$ cat src/shared/status_pkg.sv
// constants shared by the serial channel interrupt mask and status block
package status_pkg;

  // ==========================================================================
  // register byte offsets
  localparam logic [7:0]  OFF_IRQ_SET     = 8'h08;
  localparam logic [7:0]  OFF_IRQ_CLEAR   = 8'h0C;
  localparam logic [7:0]  OFF_IRQ_MASK    = 8'h10;
  localparam logic [7:0]  OFF_STATUS      = 8'h14;

  // ==========================================================================
  // reset values
  localparam logic [31:0] MASK_RESET      = 32'h0000_0000;
  localparam logic [31:0] RDATA_RESET     = 32'h0000_0000;
  localparam logic [31:0] UNMAPPED_DATA   = 32'h0000_0000;

  // mask bits that exist; bit 24 is an alias of bit 20 and is not stored
  localparam logic [31:0] MASK_VALID      = 32'h001F_37E7;
  // status bits that can raise the interrupt (modem images excluded)
  localparam logic [31:0] IRQ_SOURCES     = 32'h010F_37E7;

  // ==========================================================================
  // field positions in the status word and mask
  localparam int BIT_RECEIVE_READY    = 0;
  localparam int BIT_TRANSMIT_READY    = 1;
  localparam int BIT_BREAK    = 2;
  localparam int BIT_OVERRUN  = 5;
  localparam int BIT_FRAME    = 6;
  localparam int BIT_PARITY   = 7;
  localparam int BIT_TIMEOUT  = 8;
  localparam int BIT_TRANSMITTER_EMPTY  = 9;
  localparam int BIT_REPETITION_LIMIT_FLAG     = 10;
  localparam int BIT_DMAFULL  = 12;
  localparam int BIT_NACK     = 13;
  localparam int BIT_CHG_LO   = 16;
  localparam int BIT_CHG_HI   = 19;
  localparam int BIT_IMG_LO   = 20;
  localparam int BIT_IMG_HI   = 23;
  localparam int BIT_MANCH    = 24;
  localparam int BIT_MANCH_MASK  = 20;
  localparam int BIT_MANCH_ALIAS = 24;

endpackage

$ cat src/hdl/usart_irq_status_flags.sv
// interrupt mask and channel status word of the serial channel
//
// Overview of operation
// - ones written to set port set mask
// - ones written to clear port clear mask
// - zero bits leave mask bits unchanged
// - manchester mask at bits 20 and 24
// - mask gates interrupts, resets zero, read-only
// - manchester error sticky until status reset
// - bits 23..20 show modem input levels
// - modem change flags latch, cleared on read
// - nack flag sticky until nack reset
// - bit 12 follows dma buffer full
// - bit 10 underrun in spi slave, else iterations
// - bit 10 latches on its selected event
// - tx empty needs both empty and enabled
// - timeout latches, zero when disabled, cleared
// - parity flag, multidrop latches on parity one
// - framing flag latches on low stop bit
// - overrun flag latches on overrun
// - break flag latches on break start/end
// - tx ready rules incl. break and enable
// - characters while disabled show on re-enable
// - rx ready sets on char, clears on read
// - error flags sticky until status reset
//
// Design decision made here: the address-and-strobe port.
`timescale 1ns/1ps
`default_nettype none

module usart_irq_status_flags #(
  parameter int ADDR_W = 8
) (
  input  wire logic              CLK_SYS,
  input  wire logic              RESET,
  input  wire logic [ADDR_W-1:0] ADDR,
  input  wire logic [31:0]       WDATA,
  input  wire logic              WR,
  input  wire logic              RD,
  output logic      [31:0]       RDATA,
  output logic                   IRQ,
  input  wire logic              RX_CHAR_DONE,
  input  wire logic              RHR_READ,
  input  wire logic              RX_ENABLED,
  input  wire logic              TX_ENABLED,
  input  wire logic              HOLD_EMPTY,
  input  wire logic              SHIFT_EMPTY,
  input  wire logic              PARITY_ERR_EVT,
  input  wire logic              PARITY_BIT_ONE_EVT,
  input  wire logic              MULTIDROP_MODE,
  input  wire logic              FRAME_ERR_EVT,
  input  wire logic              OVERRUN_EVT,
  input  wire logic              BREAK_START_EVT,
  input  wire logic              BREAK_END_EVT,
  input  wire logic              REPETITION_LIMIT_FLAG_LIMIT_EVT,
  input  wire logic              SPI_UNDERRUN_EVT,
  input  wire logic              SPI_SLAVE_MODE,
  input  wire logic              NACK_EVT,
  input  wire logic              MANCH_ERR_EVT,
  input  wire logic              TIMEOUT_EVT,
  input  wire logic              TIMEOUT_VALUE_ZERO,
  input  wire logic              DMA_BUF_FULL,
  input  wire logic              CTS_IN,
  input  wire logic              DCD_IN,
  input  wire logic              DSR_IN,
  input  wire logic              RI_IN,
  input  wire logic              STATUS_RESET_CMD,
  input  wire logic              NACK_RESET_CMD,
  input  wire logic              START_BREAK_CMD,
  input  wire logic              STOP_BREAK_CMD,
  input  wire logic              START_TIMEOUT_CMD,
  input  wire logic              REARM_TIMEOUT_CMD
);

  // ==========================================================================
  // parameter check
  initial begin
    if (ADDR_W < 5 || ADDR_W > 8) begin
      $error("ADDR_W must lie between 5 and 8");
    end
  end

  // ==========================================================================
  // state
  typedef struct packed {
    logic [31:0] mask;
    logic        manch;
    logic        nack;
    logic        repetition_limit_flag;
    logic        parity_err_flag;
    logic        frame;
    logic        overrun_err_flag;
    logic        brk;
    logic        tout;
    logic        receive_ready;
    logic        transmit_ready;
    logic        transmitter_empty;
    logic        brk_hold;
    logic        dma_full;
    logic [3:0]  img;
    logic [3:0]  chg;
    logic [31:0] rdata;
    logic        irq;
  } state_type;

  state_type s_r;
  state_type s_nxt;

  logic [7:0]  addr8;
  logic        wr_set;
  logic        wr_clr;
  logic        rd_mask;
  logic        rd_status;
  logic [31:0] wr_bits;
  logic [31:0] mask_view;
  logic [31:0] status_word;
  logic [31:0] status_nxt_word;
  logic [31:0] irq_gate;
  logic [31:0] irq_gate_nxt;
  logic [3:0]  modem_in;

  assign addr8     = 8'(ADDR);
  assign wr_set    = WR && (addr8 == status_pkg::OFF_IRQ_SET);
  assign wr_clr    = WR && (addr8 == status_pkg::OFF_IRQ_CLEAR);
  assign rd_mask   = RD && (addr8 == status_pkg::OFF_IRQ_MASK);
  assign rd_status = RD && (addr8 == status_pkg::OFF_STATUS);
  assign modem_in  = {CTS_IN, DCD_IN, DSR_IN, RI_IN};

  // alias position folds onto the one stored manchester bit
  always_comb begin
    wr_bits = WDATA & status_pkg::MASK_VALID;
    wr_bits[status_pkg::BIT_MANCH_MASK] = WDATA[status_pkg::BIT_MANCH_MASK]
                                        | WDATA[status_pkg::BIT_MANCH_ALIAS];
  end

  // mask read view: both positions report the same bit
  always_comb begin
    mask_view = s_r.mask;
    mask_view[status_pkg::BIT_MANCH_ALIAS] = s_r.mask[status_pkg::BIT_MANCH_MASK];
  end

  // status word assembly from a state copy; rx ready hidden while disabled
  function automatic logic [31:0] build_status(input state_type st, input logic rx_en);
    logic [31:0] w;
    w = 32'h0000_0000;
    w[status_pkg::BIT_RECEIVE_READY]   = st.receive_ready & rx_en;
    w[status_pkg::BIT_TRANSMIT_READY]   = st.transmit_ready;
    w[status_pkg::BIT_BREAK]   = st.brk;
    w[status_pkg::BIT_OVERRUN] = st.overrun_err_flag;
    w[status_pkg::BIT_FRAME]   = st.frame;
    w[status_pkg::BIT_PARITY]  = st.parity_err_flag;
    w[status_pkg::BIT_TIMEOUT] = st.tout;
    w[status_pkg::BIT_TRANSMITTER_EMPTY] = st.transmitter_empty;
    w[status_pkg::BIT_REPETITION_LIMIT_FLAG]    = st.repetition_limit_flag;
    w[status_pkg::BIT_DMAFULL] = st.dma_full;
    w[status_pkg::BIT_NACK]    = st.nack;
    w[status_pkg::BIT_CHG_HI:status_pkg::BIT_CHG_LO] = st.chg;
    w[status_pkg::BIT_IMG_HI:status_pkg::BIT_IMG_LO] = st.img;
    w[status_pkg::BIT_MANCH]   = st.manch;
    return w;
  endfunction

  // gate for the interrupt: manchester status bit enabled by mask bit 20
  function automatic logic [31:0] build_gate(input logic [31:0] m);
    logic [31:0] g;
    g = m & status_pkg::IRQ_SOURCES;
    g[status_pkg::BIT_MANCH] = m[status_pkg::BIT_MANCH_MASK];
    g[status_pkg::BIT_IMG_HI:status_pkg::BIT_IMG_LO] = 4'h0;
    return g;
  endfunction

  assign status_word = build_status(s_r, RX_ENABLED);
  assign irq_gate    = build_gate(s_r.mask);

  // ==========================================================================
  // next state; every hardware set wins over a same-cycle clear, except that a zero time-out value keeps the time-out flag down
  always_comb begin
    s_nxt = s_r;

    // mask: set port then clear port, never both in one cycle
    if (wr_set) begin
      s_nxt.mask = s_r.mask | wr_bits;
    end else if (wr_clr) begin
      s_nxt.mask = s_r.mask & ~wr_bits;
    end

    // sticky error flags cleared by the status reset command
    if (STATUS_RESET_CMD) begin
      s_nxt.manch = 1'b0;
      s_nxt.repetition_limit_flag  = 1'b0;
      s_nxt.parity_err_flag  = 1'b0;
      s_nxt.frame = 1'b0;
      s_nxt.overrun_err_flag  = 1'b0;
      s_nxt.brk   = 1'b0;
    end
    if (MANCH_ERR_EVT) begin
      s_nxt.manch = 1'b1;
    end
    if (SPI_SLAVE_MODE ? SPI_UNDERRUN_EVT : REPETITION_LIMIT_FLAG_LIMIT_EVT) begin
      s_nxt.repetition_limit_flag = 1'b1;
    end
    if (MULTIDROP_MODE ? PARITY_BIT_ONE_EVT : PARITY_ERR_EVT) begin
      s_nxt.parity_err_flag = 1'b1;
    end
    if (FRAME_ERR_EVT) begin
      s_nxt.frame = 1'b1;
    end
    if (OVERRUN_EVT) begin
      s_nxt.overrun_err_flag = 1'b1;
    end
    if (BREAK_START_EVT || BREAK_END_EVT) begin
      s_nxt.brk = 1'b1;
    end

    // non-acknowledge has its own reset command
    if (NACK_RESET_CMD) begin
      s_nxt.nack = 1'b0;
    end
    if (NACK_EVT) begin
      s_nxt.nack = 1'b1;
    end

    // receive time-out; a zero time-out value keeps the flag down
    if (START_TIMEOUT_CMD || REARM_TIMEOUT_CMD) begin
      s_nxt.tout = 1'b0;
    end
    if (TIMEOUT_EVT) begin
      s_nxt.tout = 1'b1;
    end
    if (TIMEOUT_VALUE_ZERO) begin
      s_nxt.tout = 1'b0;
    end

    // receive ready keeps latching while disabled so it shows on re-enable
    if (RHR_READ) begin
      s_nxt.receive_ready = 1'b0;
    end
    if (RX_CHAR_DONE) begin
      s_nxt.receive_ready = 1'b1;
    end

    // break request blocks both transmit flags until stopped or disabled
    if (STOP_BREAK_CMD || !TX_ENABLED) begin
      s_nxt.brk_hold = 1'b0;
    end
    if (START_BREAK_CMD) begin
      s_nxt.brk_hold = 1'b1;
    end
    s_nxt.transmit_ready   = TX_ENABLED && HOLD_EMPTY && !s_nxt.brk_hold;
    s_nxt.transmitter_empty = TX_ENABLED && HOLD_EMPTY && SHIFT_EMPTY
                    && !s_nxt.brk_hold;

    // dma buffer-full is an image only, no latching
    s_nxt.dma_full = DMA_BUF_FULL;

    // modem images and change flags; read of status clears the flags
    s_nxt.img = modem_in;
    if (rd_status) begin
      s_nxt.chg = 4'h0;
    end
    s_nxt.chg = s_nxt.chg | (modem_in ^ s_r.img);

    // read data for the cycle after the strobe; unmapped reads zero
    if (rd_mask) begin
      s_nxt.rdata = mask_view;
    end else if (rd_status) begin
      s_nxt.rdata = status_word;
    end else if (RD) begin
      s_nxt.rdata = status_pkg::UNMAPPED_DATA;
    end

    // interrupt from the next state so it tracks flags without extra lag
    s_nxt.irq = |(status_nxt_word & irq_gate_nxt);
  end

  assign status_nxt_word = build_status(s_nxt, RX_ENABLED);
  assign irq_gate_nxt    = build_gate(s_nxt.mask);

  // ==========================================================================
  // state register
  always_ff @(posedge CLK_SYS or posedge RESET) begin
    if (RESET) begin
      s_r          <= '0;
      s_r.mask     <= status_pkg::MASK_RESET;
      s_r.rdata    <= status_pkg::RDATA_RESET;
    end else begin
      s_r <= s_nxt;
    end
  end

  assign RDATA = s_r.rdata;
  assign IRQ   = s_r.irq;
endmodule

`default_nettype wire

$ cat config.mk
export PLATFORM = sky130hd
export DESIGN_NAME = usart_irq_status_flags
export DESIGN_NICKNAME = d
export VERILOG_FILES = /design/src/shared/status_pkg.sv /design/src/hdl/usart_irq_status_flags.sv
export SDC_FILE = /design/constraint.sdc
export NUM_CORES = 1
export LEC_CHECK = 0
export BUFFER_PORTS_ARGS = -buffer_cell sky130_fd_sc_hd__buf_2
export CAP_MARGIN = 10
export CORE_UTILIZATION = 50
export DETAILED_ROUTE_END_ITERATION = 7
export HOLD_SLACK_MARGIN = 0.03
export PLACE_DENSITY_LB_ADDON = 0.05
export REMOVE_ABC_BUFFERS = 1
export SYNTH_ARGS = -nofsm -noshare
export SYNTH_HDL_FRONTEND = slang
export SYNTH_SLANG_ARGS = --single-unit
$ cat constraint.sdc
create_clock -name CLK_SYS -period 2.2 [get_ports CLK_SYS]
set_input_delay 0.33 -clock CLK_SYS [delete_from_list [all_inputs] [get_ports CLK_SYS]]
set_output_delay 0.33 -clock CLK_SYS [all_outputs]
set_load 0.02 [all_outputs]
Word level (Yosys, flattened, before mapping)
Index checks and enable logic that the tools add are counted.
{"block": "op_classes", "eq_ne": 4, "bitwise_logic": 9, "reduce_logical": 16, "muxes": 25}
{"cell": "two-way mux 32 bit", "n": 5}
{"cell": "bitwise AND 32 bit", "n": 1}
{"cell": "NOT 21 -> 32 bit", "n": 1}
{"cell": "OR 32 x 21 -> 32 bit", "n": 1}
{"cell": "OR reduction 32 bit", "n": 1}
{"cell": "bitwise AND 25 bit", "n": 1}
{"cell": "two-way mux 1 bit", "n": 18}
{"cell": "== test 8 x 4 -> 1 bit, second input constant", "n": 2}
{"cell": "== test 8 x 5 -> 1 bit, second input constant", "n": 2}
{"cell": "logical AND 1 bit", "n": 8}
{"cell": "two-way mux 5 bit", "n": 1}
{"cell": "two-way mux 4 bit", "n": 1}
{"cell": "OR 4 bit", "n": 1}
{"cell": "bitwise XOR 4 bit", "n": 1}
{"cell": "logical OR 1 bit", "n": 3}
{"cell": "nonzero test 3 bit", "n": 1}
{"cell": "bitwise AND 1 bit", "n": 2}
{"cell": "logical NOT 1 bit", "n": 2}
{"cell": "nonzero test 2 bit", "n": 1}
{"cell": "OR 1 bit", "n": 1}
{"block": "word_totals", "inputBits": 75, "regBits": 86, "output_inout_bits": 33, "wordCells": 73}

Longest topological paths before layout
{"block": "depth", "depth_word": 8, "depth_mapped": 7, "mapped_depth_nobuf": 5}

Worst setup path after synthesis
Ideal clock, no wire load.
{"block": "synth_timing", "path_kind": "input -> register", "start": "input ADDR[0]", "end": "register s_r (netlist bit IRQ)", "n_path_buf": 0, "t_arrival_ps": 1905, "stages": 5, "setup_time_ps": 138, "setup_slack_ps": 157, "required_time_ps": 2062, "cell_sequence": "or4b_4 or3_4 a21o_1 a2111oi_2 nand4_1"}
{"element": "from (decl)", "line": "usart_irq_status_flags.sv:36", "source": "input wire logic [ADDR_W-1:0] ADDR,"}
{"element": "to (signal assigned)", "line": "usart_irq_status_flags.sv:287", "source": "s_r <= s_nxt;"}
{"element": "to (decl)", "line": "usart_irq_status_flags.sv:106", "source": "state_type s_r;"}

==> impl_results.md <==
* Routed len/inst at 14.99 µm
* Power per cell area at 668.4 nW/µm²
* Crit-path cells: buf_2 > or4b_4 > or3_4 > a21o_1 > a2111oi_2 > nand4_1
* CTS Buffer Depth at 2
* Die width at 79.55 µm
* Clock Pin Slew Worst Setup and Hold Paths at 0.06 ns
* R2R Path Start: s_r[51]
* Area leader, netlist: dfrtp_1
* Port Buffers at 80
* DR pass1 iterations at 4
* DR WL met2 at 3145 µm
* Largest cells by area after synthesis: dfrtp_1 48%, buf_4 8.0%, mux2i_1 5.3%, inv_1 4.9%, o22ai_1 4.2%
* Final nets at 446
* Vias in the first global route at 2256
* Worst Path Class, Setup: in2reg
* Flop2flop setup slack at 0.71 ns
* Fin crit share at 89.81%
* Final Util at 64.14%
* Sequential share of the synthesized area at 48.27%
* Slew @ Worst Pin at 0.5772 ns
* Post-Synth XOR/XNOR Area at 1.165%
* Die Y at 79.55 µm
* PnR worst setup slack at 0.2241 ns
* Leakage power at 1.847 nW
* Pre-CTS setup slack at -0.1079 ns
* Clock buffer count from CTS at 9
* RSZ-0062 raised after global routing: no
* Min Tclk post-route at 1.976 ns
* Remaining antenna violation count at 0
* Layout cells sized above 1 at 36.00%
* Syn Inst Count at 294
* Syn_area_per_cell at 10.23 µm²
* Startpoint types: input pin
* Dpl cell area at 3415 µm²
* Hpwl dp at 4904 µm
* Total core area at approximately 5600 µm²
* Antenna violations before repair at 0
* Max cap viols at 0
* Post-CTS Setup Bufs at 0
* Crit Path Max Fanout at 4
* Compound-cell area share of the yosys netlist at 16.31%
* # diodes at 0
* R2R cell count at 5
* CP delay by family, top: simple AND/OR/NAND/NOR gates
* Clk sinks at 58
* Critical Path Max Stage Delay at 0.53 ns
* Post-synth top cells: 58 x dfrtp_1, 39 x inv_1, 32 x buf_4
* Final number of hold-violating endpoints at 0
* Via density at 5.239
* Buf+Inv Stages, Crit Path at 1
* Row cnt at 27
* Post-synthesis mux area share at 6.825%
* Final setup viols at 0
* Largest net degree at the start of global routing at 34
* Highest-delay cell along the critical path: or4b_4
* Largest family of logic cells by synthesized area: compound AO/OA/AOI/OAI gates
* Hold_ws at 0.05859 ns
* Arr. time, crit path at 2.17 ns
* Register bit total from synthesis at 58
* Slew HR at 61.46%
* Root Buffer Master: clkbuf_8
* H-tree levels at 3
* Critical path depth at 6
* Multi-input gate area at 1166 µm²
* Register Area at 1451 µm²
* TritonCTS clock tree: done
* DR WL met3 at between 200 and 300 µm
* Worst endpoint required time at 2.39 ns
* Share of Yosys cell area claimed by the top area cell type at 48.27%
* Post_cts resized at 0
* Run status: finished clean
* Async S/R FF share, synth at between 90% and 100%
* Tot Pwr at 0.002419 W
* Count of cell types in the netlist at 50
* Gp weighted congestion at 0.8191
* Metal1 wirelength at 3175 µm
* Ys flop type: dfrtp_1
* Peak supply drop at 529.5 µV
* Die area at approximately 6300 µm²
* Area delta synth->final at 20.35%
* Post-Layout Inst Area at 3618 µm²
* F_max at just over 500 MHz
* CP endpoint kind: flop
* Post-synthesis simple-gate area fraction at 12.98%
* Total gr overflow at 0
* RR Endpoint: IRQ
* Adder-Cell Fraction of Synth Area at 0%
* Post-synth EDFFs at 0
* Worst Hold Class: in2async
* Routed WL at 6701 µm
* Clock skew at 0.006281 ns
* Top layer in use: met4
* First-pass GRT wire length at between 10000 and 15000 µm
* # fillers at 506
* # IOs at 108
* DRT iter0 DRCs at 110
* Vias at approximately 2300
* Clk_lat worst skew at 0.33 ns
* Top-count cell post-synth: dfrtp_1
* Starting Density at 53.29%
* DRC Markers at 0
* Post-Syn Area at 3007 µm²
* GRT Util Overall at 23.49%
* Final slew viol count at 0
* Post-CTS Hold Fix Bufs at 0
* Synth Warn # at 0
-- report_power, final --
part | internal [W] | switching, W | leakage [nW]
combinational | 0.000127 | 0.000162 | 1.00
sequential | 0.00111 | 0.0000222 | 0.737
clock | 0.000608 | 0.000393 | 0.106
total | 0.00184 | 0.000577 | 1.85
-- worst max-delay path by stage --
stage | end | slack, ns | startpoint
3_3_place_gp | IRQ | -0.09 | ADDR[0]
2_1_floorplan | IRQ | 0.07 | ADDR[1]
6_report | IRQ | 0.22 | ADDR[0]
4_1_cts | IRQ | 0.25 | ADDR[0]
5_1_grt | IRQ | 0.21 | ADDR[1]
3_5_place_dp | IRQ | -0.11 | ADDR[0]
-- cells in the final DEF (no fill, tap or decap), types with 3 or more instances in the layout --
master    netlist  routed
inv_1          39      38
mux2i_1        16      16
xor2_1          4       4
nor2b_1         4       4
dfrtp_1        58      58
a21o_1          7       7
and3_1          4       4
nor4_1          7       7
a21oi_1         3       3
nand4_1         3       3
o22ai_1        20      20
nand2_1        12      12
buf_2           2      80
clkbuf_8        0      12
o21ai_0        11      11
or2_2          13      13
o31a_1          9       9
nand3_1         3       3
conb_1          1      12
buf_4          32      16
-- stage by stage --
stage	setup TNS, ns	cells
2_1_floorplan	0	262
3_3_place_gp	-0.08961	432
3_5_place_dp	-0.1079	432
4_1_cts	0	447
5_1_grt	0	447
6_report	0	447
-- cells by family (layout without fill, tap and decap cells) --
group,after synthesis,in the layout
DFF,58,58
AOI/OAI and AO/OA,68,68
muxes,20,20
other,1,12
buffers and inverters,82,152
xor gates and xnor gates,4,4
and+or+nand+nor,61,61
-- metal layers --
layer  GRT usage [%]  up-vias
li1                -     1143
met1           32.89     1122
met2           35.98       68
met3           3.543        9
met4           10.36        0
met5               0        -
-- area by class of cell --
type | instances | area share [%]
flip-flops and latches | 58 | 40.11
repair buffers | 98 | 15.49
inverters | 39 | 4.046
clock inverters | 2 | 0.9682
multi-input cells | 165 | 32.23
clock buffers | 13 | 4.668
well taps | 72 | 2.490
-- state kept, by name, indices dropped and copies added (netlist names) --
register / cells
IRQ: 1
irq_gate: 16
s_r: 21
RDATA: 20
Note: power is estimated with default switching activity, not from simulation.
